[config.mk]
export PLATFORM = sky130hd
export DESIGN_NAME = bmu_bit_manip
export DESIGN_NICKNAME = d
export VERILOG_FILES = /design/src/bmu_pkg.sv /design/src/bmu_bit_alu.sv /design/src/bmu_bit_manip.sv
export SDC_FILE = /design/constraint.sdc
export NUM_CORES = 1
export LEC_CHECK = 0
export BUFFER_PORTS_ARGS = -buffer_cell sky130_fd_sc_hd__buf_2
export CAP_MARGIN = 20
export CORE_MARGIN = 3
export CORE_UTILIZATION = 49
export DETAILED_ROUTE_END_ITERATION = 10
export PLACE_DENSITY_LB_ADDON = 0.3
export SETUP_SLACK_MARGIN = 0.02
export SYNTH_ARGS = -nofsm -noshare
export SYNTH_HDL_FRONTEND = slang
export SYNTH_SLANG_ARGS = --single-unit
export TNS_END_PERCENT = 100
[constraint.sdc]
create_clock -name sys_clk_i -period 2.2 [get_ports sys_clk_i]
set_input_delay 0.33 -clock sys_clk_i [delete_from_list [all_inputs] [get_ports sys_clk_i]]
set_output_delay 0.33 -clock sys_clk_i [all_outputs]
set_load 0.005 [all_outputs]
[src/bmu_pkg.sv]
// bit manipulation unit: shared types, op codes, state layout and reset values
// assumes one clock and a decoder that hands over one decoded bit instruction at a time
package bmu_pkg;

    // ****************************************************************
    // widths and field positions
    // ****************************************************************
    localparam int unsigned BMU_DATA_W = 8;
    localparam int unsigned BMU_BITNO_W = 3;
    localparam int unsigned BMU_ADDR_W = 16;
    localparam int unsigned BMU_BITNO_LSB = 0;

    // ****************************************************************
    // decoded bit instructions and sequencer states
    // ****************************************************************
    typedef enum logic [3:0] {
        BMU_SET_ONE_BIT = 4'h0,
        BMU_CLEAR_ONE_BIT = 4'h1,
        BMU_INVERT_ONE_BIT = 4'h2,
        BMU_TEST_ONE_BIT = 4'h3,
        BMU_CARRY_AND_BIT = 4'h4,
        BMU_CARRY_AND_INVERTED_BIT = 4'h5,
        BMU_CARRY_OR_BIT = 4'h6,
        BMU_CARRY_OR_INVERTED_BIT = 4'h7,
        BMU_CARRY_XOR_BIT = 4'h8,
        BMU_CARRY_XOR_INVERTED_BIT = 4'h9,
        BMU_LOAD_BIT_TO_CARRY = 4'hA,
        BMU_LOAD_INVERTED_BIT_TO_CARRY = 4'hB,
        BMU_STORE_CARRY_TO_BIT = 4'hC,
        BMU_STORE_INVERTED_CARRY_TO_BIT = 4'hD
    } bmu_op_t;

    typedef enum logic [1:0] {
        BMU_ST_IDLE = 2'b00,
        BMU_ST_READ = 2'b01,
        BMU_ST_EXEC = 2'b10,
        BMU_ST_WRITE = 2'b11
    } bmu_fsm_t;

    // ****************************************************************
    // request, response and state carriers
    // ****************************************************************
    typedef struct packed {
        bmu_op_t op;
        logic bitno_from_reg;
        logic [BMU_BITNO_W-1:0] imm_bitno;
        logic [BMU_DATA_W-1:0] reg_bitno;
        logic operand_in_mem;
        logic [BMU_DATA_W-1:0] reg_operand;
        logic [BMU_ADDR_W-1:0] mem_addr;
        logic carry;
        logic zero;
    } bmu_req_t;

    typedef struct packed {
        logic [BMU_DATA_W-1:0] data;
        logic data_we;
        logic carry;
        logic carry_we;
        logic zero;
        logic zero_we;
        logic refused;
    } bmu_rsp_t;

    typedef struct packed {
        bmu_fsm_t state;
        bmu_req_t req;
        logic [BMU_BITNO_W-1:0] bitno;
        logic [BMU_DATA_W-1:0] operand;
        logic ready;
        logic done;
        logic mem_rd;
        logic mem_wr;
        logic [BMU_ADDR_W-1:0] mem_addr;
        logic [BMU_DATA_W-1:0] mem_wdata;
        bmu_rsp_t rsp;
    } bmu_st_t;

    // ****************************************************************
    // reset values
    // ****************************************************************
    localparam bmu_rsp_t BMU_RSP_RST = '0;
    localparam bmu_st_t BMU_ST_RST = '{state: BMU_ST_IDLE, req: '0, bitno: '0, operand: '0,
        ready: 1'b1, done: 1'b0, mem_rd: 1'b0, mem_wr: 1'b0, mem_addr: '0, mem_wdata: '0,
        rsp: BMU_RSP_RST};

    // ****************************************************************
    // op classes
    // ****************************************************************
    function automatic logic bmu_is_inverted(input bmu_op_t op);
        return op inside {BMU_CARRY_AND_INVERTED_BIT, BMU_CARRY_OR_INVERTED_BIT,
            BMU_CARRY_XOR_INVERTED_BIT, BMU_LOAD_INVERTED_BIT_TO_CARRY,
            BMU_STORE_INVERTED_CARRY_TO_BIT};
    endfunction

    function automatic logic bmu_modifies(input bmu_op_t op);
        return op inside {BMU_SET_ONE_BIT, BMU_CLEAR_ONE_BIT, BMU_INVERT_ONE_BIT,
            BMU_STORE_CARRY_TO_BIT, BMU_STORE_INVERTED_CARRY_TO_BIT};
    endfunction

    function automatic logic bmu_writes_carry(input bmu_op_t op);
        return op inside {[BMU_CARRY_AND_BIT:BMU_LOAD_INVERTED_BIT_TO_CARRY]};
    endfunction

endpackage

[src/bmu_bit_alu.sv]
// bit manipulation unit: combinational bit operator on one byte operand
// assumes the caller registers every result and supplies a valid op
`timescale 1ns/10ps
module bmu_bit_alu (
    input bmu_pkg::bmu_op_t op_i,
    input logic [bmu_pkg::BMU_DATA_W-1:0] operand_i,
    input logic [bmu_pkg::BMU_BITNO_W-1:0] bitno_i,
    input logic carry_i,
    input logic zero_i,
    output logic [bmu_pkg::BMU_DATA_W-1:0] data_o,
    output logic carry_o,
    output logic zero_o
);
    import bmu_pkg::*;

    logic sel_bit;
    logic mod_bit;

    // the addressed operand bit
    assign sel_bit = operand_i[bitno_i];

    // value that replaces the addressed bit; other ops keep it
    always_comb begin
        case (op_i)
            BMU_SET_ONE_BIT: mod_bit = 1'b1; // RQ1
            BMU_CLEAR_ONE_BIT: mod_bit = 1'b0; // RQ2
            BMU_INVERT_ONE_BIT: mod_bit = ~sel_bit; // RQ3
            BMU_STORE_CARRY_TO_BIT: mod_bit = carry_i; // RQ14
            BMU_STORE_INVERTED_CARRY_TO_BIT: mod_bit = ~carry_i; // RQ15
            default: mod_bit = sel_bit;
        endcase
    end

    // only the addressed bit may change, all seven others pass through
    for (genvar i = 0; i < BMU_DATA_W; i++) begin : g_bit
        assign data_o[i] = (bitno_i == BMU_BITNO_W'(i)) ? mod_bit : operand_i[i]; // RQ1
    end

    // carry combines with the addressed bit; non-carry ops return carry untouched
    always_comb begin
        case (op_i)
            BMU_CARRY_AND_BIT: carry_o = carry_i & sel_bit; // RQ6
            BMU_CARRY_AND_INVERTED_BIT: carry_o = carry_i & ~sel_bit; // RQ7
            BMU_CARRY_OR_BIT: carry_o = carry_i | sel_bit; // RQ8
            BMU_CARRY_OR_INVERTED_BIT: carry_o = carry_i | ~sel_bit; // RQ9
            BMU_CARRY_XOR_BIT: carry_o = carry_i ^ sel_bit; // RQ10
            BMU_CARRY_XOR_INVERTED_BIT: carry_o = carry_i ^ ~sel_bit; // RQ11
            BMU_LOAD_BIT_TO_CARRY: carry_o = sel_bit; // RQ12
            BMU_LOAD_INVERTED_BIT_TO_CARRY: carry_o = ~sel_bit; // RQ13
            default: carry_o = carry_i; // RQ18
        endcase
    end

    // zero reflects the inverse of the tested bit
    assign zero_o = (op_i == BMU_TEST_ONE_BIT) ? ~sel_bit : zero_i; // RQ4
endmodule

[src/bmu_bit_manip.sv]
// bit manipulation unit: sequencer for the fourteen single-bit instructions
// assumes a decoder that presents one request at a time and a byte memory port
// that answers each read or write strobe with a one-cycle acknowledge
//
// Overview of operation
// RQ1: set-bit forces the selected bit to one, others unchanged.
// RQ2: clear-bit forces the selected bit to zero, others unchanged.
// RQ3: invert-bit complements the selected bit, others unchanged.
// RQ4: test-bit loads zero flag with the inverse of the selected bit.
// RQ5: basic ops take bit number from immediate or register low three bits.
// RQ6: bit-and makes carry the AND of carry and selected bit.
// RQ7: inverted bit-and ANDs carry with the inverted selected bit.
// RQ8: bit-or makes carry the OR of carry and selected bit.
// RQ9: inverted bit-or ORs carry with the inverted selected bit.
// RQ10: bit-xor makes carry the XOR of carry and selected bit.
// RQ11: inverted bit-xor XORs carry with the inverted selected bit.
// RQ12: bit-load copies the selected bit into carry.
// RQ13: inverted bit-load copies the inverted selected bit into carry.
// RQ14: bit-store writes carry into the selected bit, others unchanged.
// RQ15: inverted bit-store writes inverted carry into the selected bit.
// RQ16: inverted carry ops accept only an immediate bit number.
// RQ17: modified memory bytes are read whole, changed, written back whole.
// RQ18: test and carry-only ops leave operand and other flags untouched.
`timescale 1ns/10ps
module bmu_bit_manip #(
    parameter int unsigned MEM_ADDR_W = bmu_pkg::BMU_ADDR_W
) (
    input logic sys_clk_i,
    input logic rst_n_i,
    input logic req_valid_i,
    input bmu_pkg::bmu_req_t req_i,
    output logic req_ready_o,
    output logic done_o,
    output bmu_pkg::bmu_rsp_t rsp_o,
    output logic mem_rd_o,
    output logic mem_wr_o,
    output logic [MEM_ADDR_W-1:0] mem_addr_o,
    output logic [bmu_pkg::BMU_DATA_W-1:0] mem_wdata_o,
    input logic [bmu_pkg::BMU_DATA_W-1:0] mem_rdata_i,
    input logic mem_ack_i
);
    import bmu_pkg::*;

    // ****************************************************************
    // elaboration check
    // ****************************************************************
    // the request carrier fixes the address width, so nothing else is served
    if (MEM_ADDR_W != BMU_ADDR_W) begin : g_bad_addr_w
        $error("MEM_ADDR_W must match the request address width");
    end

    // ****************************************************************
    // state and bit operator
    // ****************************************************************
    bmu_st_t st_ff;
    bmu_st_t nxt_st;
    logic [BMU_DATA_W-1:0] alu_data;
    logic alu_carry;
    logic alu_zero;
    logic sel_bit;
    logic exec_now;
    logic accept_now;

    bmu_bit_alu u_alu (
        .op_i(st_ff.req.op),
        .operand_i(st_ff.operand),
        .bitno_i(st_ff.bitno),
        .carry_i(st_ff.req.carry),
        .zero_i(st_ff.req.zero),
        .data_o(alu_data),
        .carry_o(alu_carry),
        .zero_o(alu_zero)
    );

    // helpers used only by the checks below; the sequencer decodes st_ff and req_valid_i directly
    assign sel_bit = st_ff.operand[st_ff.bitno];
    assign exec_now = (st_ff.state == BMU_ST_EXEC);
    assign accept_now = req_valid_i && st_ff.ready;

    // ****************************************************************
    // sequencer
    // ****************************************************************
    // idle -> (read) -> exec -> (write) -> idle; the response stands until the next accept
    always_comb begin
        nxt_st = st_ff;
        nxt_st.done = 1'b0;
        case (st_ff.state)
            BMU_ST_IDLE: begin
                if (req_valid_i) begin
                    nxt_st.req = req_i;
                    nxt_st.rsp = BMU_RSP_RST;
                    nxt_st.operand = req_i.reg_operand;
                    // register source uses only its low three bits
                    if (req_i.bitno_from_reg) begin
                        nxt_st.bitno = req_i.reg_bitno[BMU_BITNO_LSB +: BMU_BITNO_W]; // RQ5
                    end else begin
                        nxt_st.bitno = req_i.imm_bitno; // RQ5
                    end
                    if (bmu_is_inverted(req_i.op) && req_i.bitno_from_reg) begin
                        // inverted forms have no register bit number: refuse, touch nothing
                        nxt_st.rsp.refused = 1'b1; // RQ16
                        nxt_st.rsp.carry = req_i.carry;
                        nxt_st.rsp.zero = req_i.zero;
                        nxt_st.rsp.data = req_i.reg_operand;
                        nxt_st.done = 1'b1;
                    end else if (req_i.operand_in_mem) begin
                        // whole byte is fetched even when only one bit matters
                        nxt_st.mem_rd = 1'b1; // RQ17
                        nxt_st.mem_addr = req_i.mem_addr;
                        nxt_st.state = BMU_ST_READ;
                    end else begin
                        nxt_st.state = BMU_ST_EXEC;
                    end
                end
            end
            BMU_ST_READ: begin
                if (mem_ack_i) begin
                    nxt_st.mem_rd = 1'b0;
                    nxt_st.operand = mem_rdata_i; // RQ17
                    nxt_st.state = BMU_ST_EXEC;
                end
            end
            BMU_ST_EXEC: begin
                nxt_st.rsp.data = alu_data;
                nxt_st.rsp.carry = alu_carry;
                nxt_st.rsp.zero = alu_zero;
                nxt_st.rsp.carry_we = bmu_writes_carry(st_ff.req.op); // RQ18
                nxt_st.rsp.zero_we = (st_ff.req.op == BMU_TEST_ONE_BIT); // RQ4
                if (bmu_modifies(st_ff.req.op) && st_ff.req.operand_in_mem) begin
                    // write back the full byte to the same address
                    nxt_st.mem_wr = 1'b1; // RQ17
                    nxt_st.mem_wdata = alu_data;
                    nxt_st.state = BMU_ST_WRITE;
                end else begin
                    // register operand is written only by modifying ops
                    nxt_st.rsp.data_we = bmu_modifies(st_ff.req.op); // RQ18
                    nxt_st.done = 1'b1;
                    nxt_st.state = BMU_ST_IDLE;
                end
            end
            BMU_ST_WRITE: begin
                if (mem_ack_i) begin
                    nxt_st.mem_wr = 1'b0;
                    nxt_st.done = 1'b1;
                    nxt_st.state = BMU_ST_IDLE;
                end
            end
            default: begin
                nxt_st = BMU_ST_RST;
            end
        endcase
        nxt_st.ready = (nxt_st.state == BMU_ST_IDLE);
    end

    // single state register; reset loads constants only
    always_ff @(posedge sys_clk_i or negedge rst_n_i) begin
        if (!rst_n_i) begin
            st_ff <= BMU_ST_RST;
        end else begin
            st_ff <= nxt_st;
        end
    end

    // ****************************************************************
    // outputs
    // ****************************************************************
    // every output is a field of the state register
    assign req_ready_o = st_ff.ready;
    assign done_o = st_ff.done;
    assign rsp_o = st_ff.rsp;
    assign mem_rd_o = st_ff.mem_rd;
    assign mem_wr_o = st_ff.mem_wr;
    assign mem_addr_o = st_ff.mem_addr;
    assign mem_wdata_o = st_ff.mem_wdata;

    // ****************************************************************
    // checks
    // ****************************************************************
    a_set_bit_one: assert property (@(posedge sys_clk_i) disable iff (!rst_n_i) // RQ1
        exec_now && st_ff.req.op == BMU_SET_ONE_BIT
        |=> rsp_o.data == ($past(st_ff.operand) | (8'h01 << $past(st_ff.bitno))))
        else $error("set-bit result wrong");

    a_clear_bit_zero: assert property (@(posedge sys_clk_i) disable iff (!rst_n_i) // RQ2
        exec_now && st_ff.req.op == BMU_CLEAR_ONE_BIT
        |=> rsp_o.data == ($past(st_ff.operand) & ~(8'h01 << $past(st_ff.bitno))))
        else $error("clear-bit result wrong");

    a_invert_bit_flip: assert property (@(posedge sys_clk_i) disable iff (!rst_n_i) // RQ3
        exec_now && st_ff.req.op == BMU_INVERT_ONE_BIT
        |=> rsp_o.data == ($past(st_ff.operand) ^ (8'h01 << $past(st_ff.bitno))))
        else $error("invert-bit result wrong");

    a_test_bit_zero: assert property (@(posedge sys_clk_i) disable iff (!rst_n_i) // RQ4
        exec_now && st_ff.req.op == BMU_TEST_ONE_BIT
        |=> rsp_o.zero_we && rsp_o.zero == !$past(sel_bit) && !rsp_o.carry_we)
        else $error("test-bit zero flag wrong");

    a_reg_bitno_low: assert property (@(posedge sys_clk_i) disable iff (!rst_n_i) // RQ5
        accept_now && req_i.bitno_from_reg && !bmu_is_inverted(req_i.op)
        |=> st_ff.bitno == BMU_BITNO_W'($past(req_i.reg_bitno)))
        else $error("register bit number not taken from low bits");

    a_carry_and_ops: assert property (@(posedge sys_clk_i) disable iff (!rst_n_i) // RQ6
        exec_now && st_ff.req.op == BMU_CARRY_AND_BIT
        |=> rsp_o.carry_we && rsp_o.carry == ($past(st_ff.req.carry) & $past(sel_bit)))
        else $error("bit-and carry wrong");

    a_carry_iand_ops: assert property (@(posedge sys_clk_i) disable iff (!rst_n_i) // RQ7
        exec_now && st_ff.req.op == BMU_CARRY_AND_INVERTED_BIT
        |=> rsp_o.carry == ($past(st_ff.req.carry) & !$past(sel_bit)))
        else $error("inverted bit-and carry wrong");

    a_carry_or_ops: assert property (@(posedge sys_clk_i) disable iff (!rst_n_i) // RQ8
        exec_now && st_ff.req.op == BMU_CARRY_OR_BIT
        |=> rsp_o.carry == ($past(st_ff.req.carry) | $past(sel_bit)))
        else $error("bit-or carry wrong");

    a_carry_ior_ops: assert property (@(posedge sys_clk_i) disable iff (!rst_n_i) // RQ9
        exec_now && st_ff.req.op == BMU_CARRY_OR_INVERTED_BIT
        |=> rsp_o.carry == ($past(st_ff.req.carry) | !$past(sel_bit)))
        else $error("inverted bit-or carry wrong");

    a_carry_xor_ops: assert property (@(posedge sys_clk_i) disable iff (!rst_n_i) // RQ10
        exec_now && st_ff.req.op == BMU_CARRY_XOR_BIT
        |=> rsp_o.carry == ($past(st_ff.req.carry) ^ $past(sel_bit)))
        else $error("bit-xor carry wrong");

    a_carry_ixor_ops: assert property (@(posedge sys_clk_i) disable iff (!rst_n_i) // RQ11
        exec_now && st_ff.req.op == BMU_CARRY_XOR_INVERTED_BIT
        |=> rsp_o.carry == ($past(st_ff.req.carry) ^ !$past(sel_bit)))
        else $error("inverted bit-xor carry wrong");

    a_load_bit_carry: assert property (@(posedge sys_clk_i) disable iff (!rst_n_i) // RQ12
        exec_now && st_ff.req.op == BMU_LOAD_BIT_TO_CARRY
        |=> rsp_o.carry == $past(sel_bit) && !rsp_o.data_we)
        else $error("bit-load carry wrong");

    a_iload_bit_carry: assert property (@(posedge sys_clk_i) disable iff (!rst_n_i) // RQ13
        exec_now && st_ff.req.op == BMU_LOAD_INVERTED_BIT_TO_CARRY
        |=> rsp_o.carry == !$past(sel_bit))
        else $error("inverted bit-load carry wrong");

    a_store_carry_bit: assert property (@(posedge sys_clk_i) disable iff (!rst_n_i) // RQ14
        exec_now && st_ff.req.op == BMU_STORE_CARRY_TO_BIT
        |=> rsp_o.data[$past(st_ff.bitno)] == $past(st_ff.req.carry) && !rsp_o.carry_we)
        else $error("bit-store result wrong");

    a_istore_carry_bit: assert property (@(posedge sys_clk_i) disable iff (!rst_n_i) // RQ15
        exec_now && st_ff.req.op == BMU_STORE_INVERTED_CARRY_TO_BIT
        |=> rsp_o.data[$past(st_ff.bitno)] == !$past(st_ff.req.carry))
        else $error("inverted bit-store result wrong");

    a_inverted_reg_refused: assert property (@(posedge sys_clk_i) disable iff (!rst_n_i) // RQ16
        accept_now && bmu_is_inverted(req_i.op) && req_i.bitno_from_reg
        |=> done_o && rsp_o.refused && !rsp_o.data_we && !rsp_o.carry_we && !mem_rd_o)
        else $error("inverted op with register bit number not refused");

    a_mem_write_back: assert property (@(posedge sys_clk_i) disable iff (!rst_n_i) // RQ17
        $rose(mem_wr_o)
        |-> $past(st_ff.state) == BMU_ST_EXEC && mem_addr_o == $past(mem_addr_o)
            && mem_wdata_o == $past(alu_data))
        else $error("memory write not a read-modify-write of the same byte");

    a_no_stray_write: assert property (@(posedge sys_clk_i) disable iff (!rst_n_i) // RQ18
        (mem_wr_o || (done_o && rsp_o.data_we)) |-> bmu_modifies(st_ff.req.op))
        else $error("operand byte written by a non-modifying op");
endmodule

## Word level (Yosys, flattened, before mapping)

Cells that the tools add are included.

| word-level totals | value |
|---|---|
| input port bits | 55 |
| register bits | 98 |
| word-level logic and storage cells | 132 |
| output and inout bits | 42 |

| operators by class | value |
|---|---|
| $lt $le $gt $ge | 3 |
| equal/unequal tests | 35 |
| reduce and logical (&&, ||, !) cells | 20 |
| mux-type cells | 40 |
| bitwise logic cells | 9 |

Operators by type and width:

| cell | number |
|---|---|
| 2-to-1 mux 56 bit | 1 |
| equality test 4 bit (second input constant) | 9 |
| case mux 13 bit (2 select lines) | 1 |
| equality test 4 x 3 -> 1 bit (second input constant) | 6 |
| 2-to-1 mux 1 bit | 20 |
| 2-to-1 mux 8 bit | 2 |
| case mux 8 bit (2 select lines) | 1 |
| 2-to-1 mux 14 bit | 1 |
| equality test 3 bit (second input constant) | 4 |
| 2-to-1 mux 2 bit | 6 |
| != test 2 bit (second input constant) | 6 |
| nonzero test 5 bit | 2 |
| AND reduction 3 bit | 3 |
| equality test 4 x 2 -> 1 bit (second input constant) | 2 |
| case mux 1 bit (8 select lines) | 1 |
| case mux 2 bit (4 select lines) | 1 |
| equality test 3 x 2 -> 1 bit (second input constant) | 2 |
| AND reduction 2 bit | 3 |
| nonzero test 2 bit | 3 |
| case mux 1 bit (5 select lines) | 1 |
| AND reduction 5 bit | 1 |
| equality test 2 bit (second input constant) | 2 |
| equality test 4 x 1 -> 1 bit (second input constant) | 1 |
| greater-or-equal comparator 4 x 3 -> 1 bit (second input constant) | 1 |
| 18 further kinds | 27 |

## Logic depth before layout (Yosys ltp)

Gate-level depths: netlist of run 1.

| depth | value |
|---|---|
| word-level depth | 7 |
| mapped depth | 7 |
| mapped depth without buffers | 7 |

## Hierarchy

From an unflattened synthesis of run 1, not the netlist that was laid out.

| unflattened totals | value |
|---|---|
| cells, all modules | 341 |
| area total of the unflattened synthesis | 3644.7 µm² |

Modules (own cells, without submodules):

| module | cells an instance | area each (µm²) | instances |
|---|---|---|---|
| bmu_bit_manip | 276 | 3116.7 | 1 |
| bmu_bit_alu | 65 | 528.0 | 1 |

## Least setup slack after synthesis of run 1

OpenSTA, ideal clock, no wires.

| timing | value |
|---|---|
| path type | flip-flop to flip-flop |
| from | reg st_ff[94] in the netlist's numbering |
| to | reg st_ff, in the netlist mem_wdata_o[4] |
| setup time | 0.095 ns |
| cell stages (with the launch flop) | 8 |
| path slack | 0.344 ns |
| arrival time | 1.760 ns |
| required time | 2.105 ns |
| buffers on the path | 0 |
| path through | dfrtp_1 > inv_1 > ha_1 > a21boi_0 > nor2_1 > a21boi_0 > a311o_1 > o31ai_1 |

| on the way | value |
|---|---|
| word-level cells in the longest chain between the ends | 4 |

RTL lines:

| item | RTL line | source |
|---|---|---|
| from (decl) | bmu_bit_manip.sv:55 | `bmu_st_t st_ff;` |
| from (signal assigned) | bmu_bit_manip.sv:160 | `st_ff <= nxt_st;` |
| equality test 4 x 1 -> 1 bit (tied with other cells) | bmu_pkg.sv:97, bmu_bit_alu.sv:24 |  |
| nonzero test 5 bit | bmu_pkg.sv:97 | `return op inside {BMU_SET_ONE_BIT, BMU_CLEAR_ONE_BIT, BMU_INVERT_ONE_BIT,` |
| logical AND 1 bit | bmu_bit_manip.sv:129 | `if (bmu_modifies(st_ff.req.op) && st_ff.req.operand_in_mem) begin` |
| AND reduction 2 bit (no source line) | - |  |

Several ways; a longest one is shown, not always the timed one.
A chain may end at the register's enable or synchronous reset.

## Worst setup path after layout of run 1

| timing | value |
|---|---|
| from | reg st_ff[94] in the netlist's numbering |
| to | reg st_ff, in the netlist rsp_o[13] |

| on the way | value |
|---|---|
| word-level cells in the longest chain between the ends | 4 |

RTL lines:

| item | RTL line | source |
|---|---|---|
| equality test 4 bit (tied with other cells) | bmu_bit_alu.sv:24 | `case (op_i)` |
| case mux 1 bit (5 select lines) (*) | bmu_bit_alu.sv:24 |  |
| 2-to-1 mux 1 bit (*) | bmu_bit_alu.sv:36 | `assign data_o[i] = (bitno_i == BMU_BITNO_W'(i)) ? mod_bit : operand_i[i];` |
| case mux 13 bit (2 select lines) (*) | bmu_bit_manip.sv:87 | `case (st_ff.state)` |

Every way passes the cells marked *; elsewhere a longest branch is shown, timed or not.

==> out/qor.txt, run 1 <==
EDFF count, synth: 0
Largest family of logic cells by synthesized area: compound AO/OA/AOI/OAI gates
Met1 Wirelength: 4013 µm
Via total after detailed routing: 3,095
Layout cells sized above 1: 0.3515
Gr usage total: 0.2214
Hold Path Class: in2async
Die H: 91.70 µm
Final critical-path required period: 2.093 ns
Slowest CP cell: dfrtp_1
Max Clk Rate: 0.4778 GHz
Metal2 WL: 3962 µm
Top sig layer: met4
Placed cell count: 539
Boundary Pins: 97
Area share of and/or/nand/nor cells after synthesis: 0.1495
Syn Area/Cell: 9.251 µm²
Die W: 91.70 µm
CTS Hold Bufs: 0
Yosys cell types: 46
Failing checks: negative hold slack
Num CTS Buffers: 9
Layout Area Growth over Synthesis: 15.99%
Status: finished, violations left
Mux contribution to synthesized area: 0.09388
Final core utilization: 0.6011
Prevailing post-synth register cell: dfrtp_1
Total clock sinks: 62
Post-synthesis sequential area ratio: 0.4315
CTS tree: built
Wirelength per Cell: 16.15 µm
Yosys Warn Count: 0
Final GP Congestion: 0.8585
DRC: 0
Root buf cell: clkbuf_8
Slew HR: 0.3769
DIE AREA: 8408 µm²
Max incr delay on CP: 0.39 ns
Vias in the first global route: 3,108
Arr. time, crit path: 2.27 ns
Largest net degree at the start of global routing: 63
Crit-path leading delay family: compound AO/OA/AOI/OAI gates
DRT antenna net count: 0
Most common cell after layout, fill and taps aside: buf_2
Final period util: 0.9513
Nets: 513
Initial antenna violation count: 0
Lkg Pwr: 1.963 nW
Starting density of the core: 0.5182
DR vias/cell: 5.587
Synth Area in XOR/XNOR: 0
Antenna diodes: 0
Clk slew on worst S/H paths: 0.07 ns
Deepest clock path buffer count: 2
Post-synthesis compound-gate area fraction: 0.1971
WL met3: 681 µm
First-pass GRT wire length: 14,860 µm
H-tree depth: 3
Final Setup Violations: 0
Top library cells by usage in the layout, fill and taps aside: 91 x buf_2, 60 x dfrtp_1, 40 x nand2_1
RSZ-0062 raised after global routing: no
Worst setup path start: st_ff[94]$_DFFE_PN0P_
Reg-to-reg startpoint: st_ff[94]$_DFFE_PN0P_
Skew final: 0.005761 ns
Final Non-Filler Cells: 554
CP endpoint kind: register
Dpl hpwl: 6609 µm
IO buf count: 91
Core box area: 6944 µm²
Yosys reg bits: 62
Tot Pwr: 0.005956 W
Fraction of registers with async set/reset: 1.000
Critical Path, Cell by Cell: inv_1, ha_1, buf_4, nor3_1, o21ai_0, a21oi_1, a311o_1, a41oi_1
Hold Vio Cnt, Final: 14
DRT iter0 DRCs: 211
WP buf/inv: 2
Crit path max fanout: 6
Max-cap violations: 0
Worst Hold Slack: -0.02482 ns
VDD IR max: 711.7 µV
Routed WL: 8948 µm
Global route overflow: 0
Final Slew Violations: 0
Critical path class: reg2reg
Pwr per Cell Area: 1427 nW/µm²
Net Count, Synth: 448
Final TNS setup: 0 ns
Cell Area, Synth: 3598 µm²
Startpoint Class: register
Clk_lat worst skew: 0.34 ns
DRT Pass-1 Iters: 5
Post-synthesis cell count: 389
Worst Tran Pin Value: 0.9347 ns
Postcts setup bufs: 0
Adder-Cell Fraction of Synth Area: 0.01391
Std cell rows: 30
Critical path data required time: 2.38 ns
==> synth_stat cells (all sizes together) (9+ instances only) <==
library cell,number,area share
clkbuf,19,0.020
a21oi,23,0.032
o21ai,36,0.050
mux2,20,0.063
mux2i,9,0.025
o31ai,10,0.021
dfrtp,61,0.42
inv,10,0.010
nand2,40,0.042
nor2,31,0.033
buf,40,0.084
==> logic make-up (layout without fill, tap and decap cells) <==
family,count (synthesis),in the layout
flops,62,62
buf+inv,69,138
compound gates,110,110
simple gates,114,114
fa+ha+maj,4,4
mux,30,30
==> worst paths after layout <==
kind | endpoint | cells past startpoint | slack, ns
setup / recovery | rsp_o[13]$_DFFE_PN0P_ | 8 | 0.11
hold / removal | rsp_o[3]$_DFFE_PN0P_ | 2 | -0.02
setup reg to reg | rsp_o[13]$_DFFE_PN0P_ | 8 | 0.11
hold reg to reg | rsp_o[8]$_DFFE_PN0P_ | 2 | 0.47
max in group asynchronous | req_ready_o$_DFF_PN1_ | 2 | 1.89
min in group sys_clk_i | mem_addr_o[13]$_DFFE_PN0P_ | 2 | 0.22
==> worst reg2reg max path: stages, from the launching register on <==
cell and delay, ns:
dfrtp_1 0.39, inv_1 0.10, ha_1 0.21, buf_4 0.15, nor3_1 0.27, o21ai_0 0.12, a21oi_1 0.17, a311o_1 0.33
a41oi_1 0.20
==> flip-flops by register name (all words and copies together), names as in the netlist <==
| name | cells |
|---|---|
| req_ready_o | 1 |
| mem_addr_o | 16 |
| mem_rd_o | 1 |
| done_o | 1 |
| rsp_o | 14 |
| mem_wdata_o | 8 |
| mem_wr_o | 1 |
| st_ff | 20 |
==> area by class of cell <==
class | instances | area, µm²
flip-flops and latches | 62 | 1554
multi-input cells | 258 | 1640
inverters | 10 | 37.54
well taps | 96 | 120.1
repair buffers | 113 | 633.1
clock inverters | 4 | 47.55
fillers | 630 | 2770
clock buffers | 11 | 141.4
==> metal layers <==
layer  up-vias  track usage
met5         -            0
met4         0       0.1002
met3        31      0.05168
met2       146       0.3384
met1      1457       0.2994
li1       1461            -
==> per-stage QoR <==
| step | area [µm²] | setup slack, ns |
|---|---|---|
| CTS | 4168 | 0.1083 |
| global route | 4174 | 0.04833 |
| detailed placement | 3979 | 0.1180 |
| floorplan | 3598 | 0.3443 |
| global placement | 3979 | 0.2106 |
| finish | 4174 | 0.1072 |
==> where the power goes <==
group	internal, W	leakage, nW	total (W)	switching, W
Sequential	0.00167	0.760	0.00208	0.000410
Combinational	0.00134	1.11	0.00289	0.00155
Clock	0.000544	0.0952	0.000991	0.000446
Total	0.00355	1.96	0.00596	0.00240
==> what timing repair did <==
item                                    in CTS  in global routing
resized for setup                            0                  4
endpoints found under the setup margin       0                  6
endpoints found under the hold margin        0                  0
No activity file was read; power rests on OpenSTA's default activity.
==> inputs of run 2 (changes only) <==
CORE_MARGIN = unset   (was 3)
==> run 2 against run 1 <==
The run now ends clean. Sequential cell count is the same. Power up 3.6%. Non-clock buffer count grew 1. First-iteration DRC count grew 36%. Clock power increased by 22%. Clock-buffer cell count up 1. Global-route usage rose by 3.2 points. Setup slack improved by 0.059 ns. Register-to-register slack improved by 0.06 ns. Critical path depth decreased by 2. Die area fell by 8.5%. Final cell count grew 0.36%. Critical path type unchanged. Largest cell class unchanged. Largest power group unchanged.
==> out/qor.txt, run 2 (synthesis results as in run 1) <==
Status: finished clean (was finished, violations left)
Die H: 87.70 µm (was 91.70 µm)
Final GP Congestion: 0.8535 (was 0.8585)
Crit-path leading delay family: multiplexers (was compound AO/OA/AOI/OAI gates)
Postcts setup bufs: 0 (unchanged)
First-pass GRT wire length: 14,560 µm (was 14,860 µm)
Critical path data required time: 2.45 ns (was 2.38 ns)
Met1 Wirelength: 3943 µm (was 4013 µm)
H-tree depth: 3 (unchanged)
Via total after detailed routing: 3,144 (was 3,095)
Final critical-path required period: 2.034 ns (was 2.093 ns)
Layout Area Growth over Synthesis: 17.49% (was 15.99%)
Startpoint Class: register (unchanged)
Global route overflow: 0 (unchanged)
CTS tree: built (unchanged)
DRT Pass-1 Iters: 5 (unchanged)
Slew HR: 0.6022 (was 0.3769)
DIE AREA: 7690 µm² (was 8408 µm²)
Top sig layer: met4 (unchanged)
Root buf cell: clkbuf_8 (unchanged)
Gr usage total: 0.2536 (was 0.2214)
Clk_lat worst skew: 0.35 ns (was 0.34 ns)
Worst Tran Pin Value: 0.5967 ns (was 0.9347 ns)
Final TNS setup: 0 ns (unchanged)
Initial antenna violation count: 0 (unchanged)
Routed WL: 8932 µm (was 8948 µm)
Largest net degree at the start of global routing: 40 (was 63)
Final period util: 0.9246 (was 0.9513)
Nets: 514 (was 513)
Total clock sinks: 62 (unchanged)
Core box area: 6944 µm² (unchanged)
DRT antenna net count: 0 (unchanged)
DRT iter0 DRCs: 286 (was 211)
WL met3: 660 µm (was 681 µm)
Wirelength per Cell: 16.06 µm (was 16.15 µm)
Final Setup Violations: 0 (unchanged)
Top library cells by usage in the layout, fill and taps aside: 91 x buf_2, 60 x dfrtp_1, 40 x nand2_1 (unchanged)
Vias in the first global route: 3,039 (was 3,108)
Worst r2r path cells: 6 (was 8)
Metal2 WL: 4159 µm (was 3962 µm)
Lkg Pwr: 1.988 nW (was 1.963 nW)
Hold Path Class: in2reg (was in2async)
Final core utilization: 0.6088 (was 0.6011)
Critical path class: reg2reg (unchanged)
Slowest CP cell: mux4_2 (was dfrtp_1)
Setup slack, reg-to-reg: 0.17 ns (was 0.11 ns)
WP buf/inv: 1 (was 2)
Max reg flops: 20 (unchanged)
Critical Path, Cell by Cell: mux2i_1, mux4_2, a211oi_2, buf_4, nor2_2, o311ai_2 (was inv_1, ha_1, buf_4, nor3_1, o21ai_0, a21oi_1, a311o_1, a41oi_1)
Max-cap violations: 0 (unchanged)
Die W: 87.70 µm (was 91.70 µm)
Boundary Pins: 97 (unchanged)
Antenna diodes: 0 (unchanged)
Layout cells sized above 1: 0.3500 (was 0.3515)
Cell depth of the worst setup path: 6 (was 8)
Reg with most FFs: st_ff (unchanged)
CP endpoint kind: register (unchanged)
Dpl hpwl: 6542 µm (was 6609 µm)
Num CTS Buffers: 9 (unchanged)
Skew final: 0.009865 ns (was 0.005761 ns)
Placed inst area: 3979 µm² (unchanged)
RSZ-0062 raised after global routing: yes (was no)
VDD IR max: 690.0 µV (was 711.7 µV)
DR vias/cell: 5.655 (was 5.587)
Starting density of the core: 0.5182 (unchanged)
Most common cell after layout, fill and taps aside: buf_2 (unchanged)
Pwr per Cell Area: 1460 nW/µm² (was 1427 nW/µm²)
Fillers: 607 (was 630)
Post-route cell area: 4228 µm² (was 4174 µm²)
Hold path depth: 2
Arr. time, crit path: 2.28 ns (was 2.27 ns)
Std cell rows: 30 (unchanged)
Final Slew Violations: 0 (unchanged)
IO buf count: 91 (unchanged)
Max Clk Rate: 0.4916 GHz (was 0.4778 GHz)
Hold Vio Cnt, Final: 0 (was 14)
Clk slew on worst S/H paths: 0.07 ns (about the same)
Max incr delay on CP: 0.56 ns (was 0.39 ns)
DRC: 0 (unchanged)
Crit path max fanout: 8 (was 6)
Deepest clock path buffer count: 2 (unchanged)
[run 2: what timing repair did]
item                                   in CTS  in global routing
setup endpoints to repair                   0                 11
hold buffers                                1                  0
endpoints found under the hold margin      12                  0
gates resized for setup                     0                  6
[run 2: final timing paths]
kind,startpoint,endpoint
max in group asynchronous,rst_n_i,req_ready_o$_DFF_PN1_
min,req_i[11],mem_addr_o[9]$_DFFE_PN0P_
max,st_ff[51]$_DFFE_PN0P_,rsp_o[12]$_DFFE_PN0P_
max reg2reg,st_ff[51]$_DFFE_PN0P_,rsp_o[12]$_DFFE_PN0P_
min in group asynchronous,rst_n_i,st_ff[52]$_DFFE_PN0P_
min reg2reg,rsp_o[8]$_DFFE_PN0P_,rsp_o[8]$_DFFE_PN0P_
[run 2: routing by layer]
metal,global-route usage,vias to the layer above
li1,-,1469
met1,0.3299,1505
met2,0.4077,151
met3,0.05749,19
met4,0.1103,0
met5,0,-
[run 2: layout make-up]
| type | instances | area (µm²) | share of cell area |
|---|---|---|---|
| Multi-Input combinational cell | 258 | 1643 | 0.3886 |
| Clock buffer | 12 | 135.1 | 0.03196 |
| Sequential cell | 62 | 1554 | 0.3676 |
| Inverter | 10 | 37.54 | 0.008878 |
| Timing Repair Buffer | 114 | 643.1 | 0.1521 |
| Clock inverter | 4 | 95.09 | 0.02249 |
| Tap cell | 96 | 120.1 | 0.02841 |
[run 2: metrics by stage]
step	total power [W]	instances	hold slack (ns)	setup slack [ns]
3_3_place_gp	0.004805	539	0.3568	0.1724
4_1_cts	0.006133	556	0.2046	0.06905
3_5_place_dp	0.004907	539	0.3671	0.09185
6_report	0.006172	556	0.2084	0.1658
2_1_floorplan	0.004220	389	0.03441	0.3443
5_1_grt	0.006617	556	0.2053	0.01316
[run 2: power breakdown]
part / internal [W] / total [W] / switching [W]
logic: 0.00134 / 0.00290 / 0.00156
registers: 0.00167 / 0.00206 / 0.000392
clock network: 0.000753 / 0.00121 / 0.000455
total: 0.00376 / 0.00617 / 0.00241
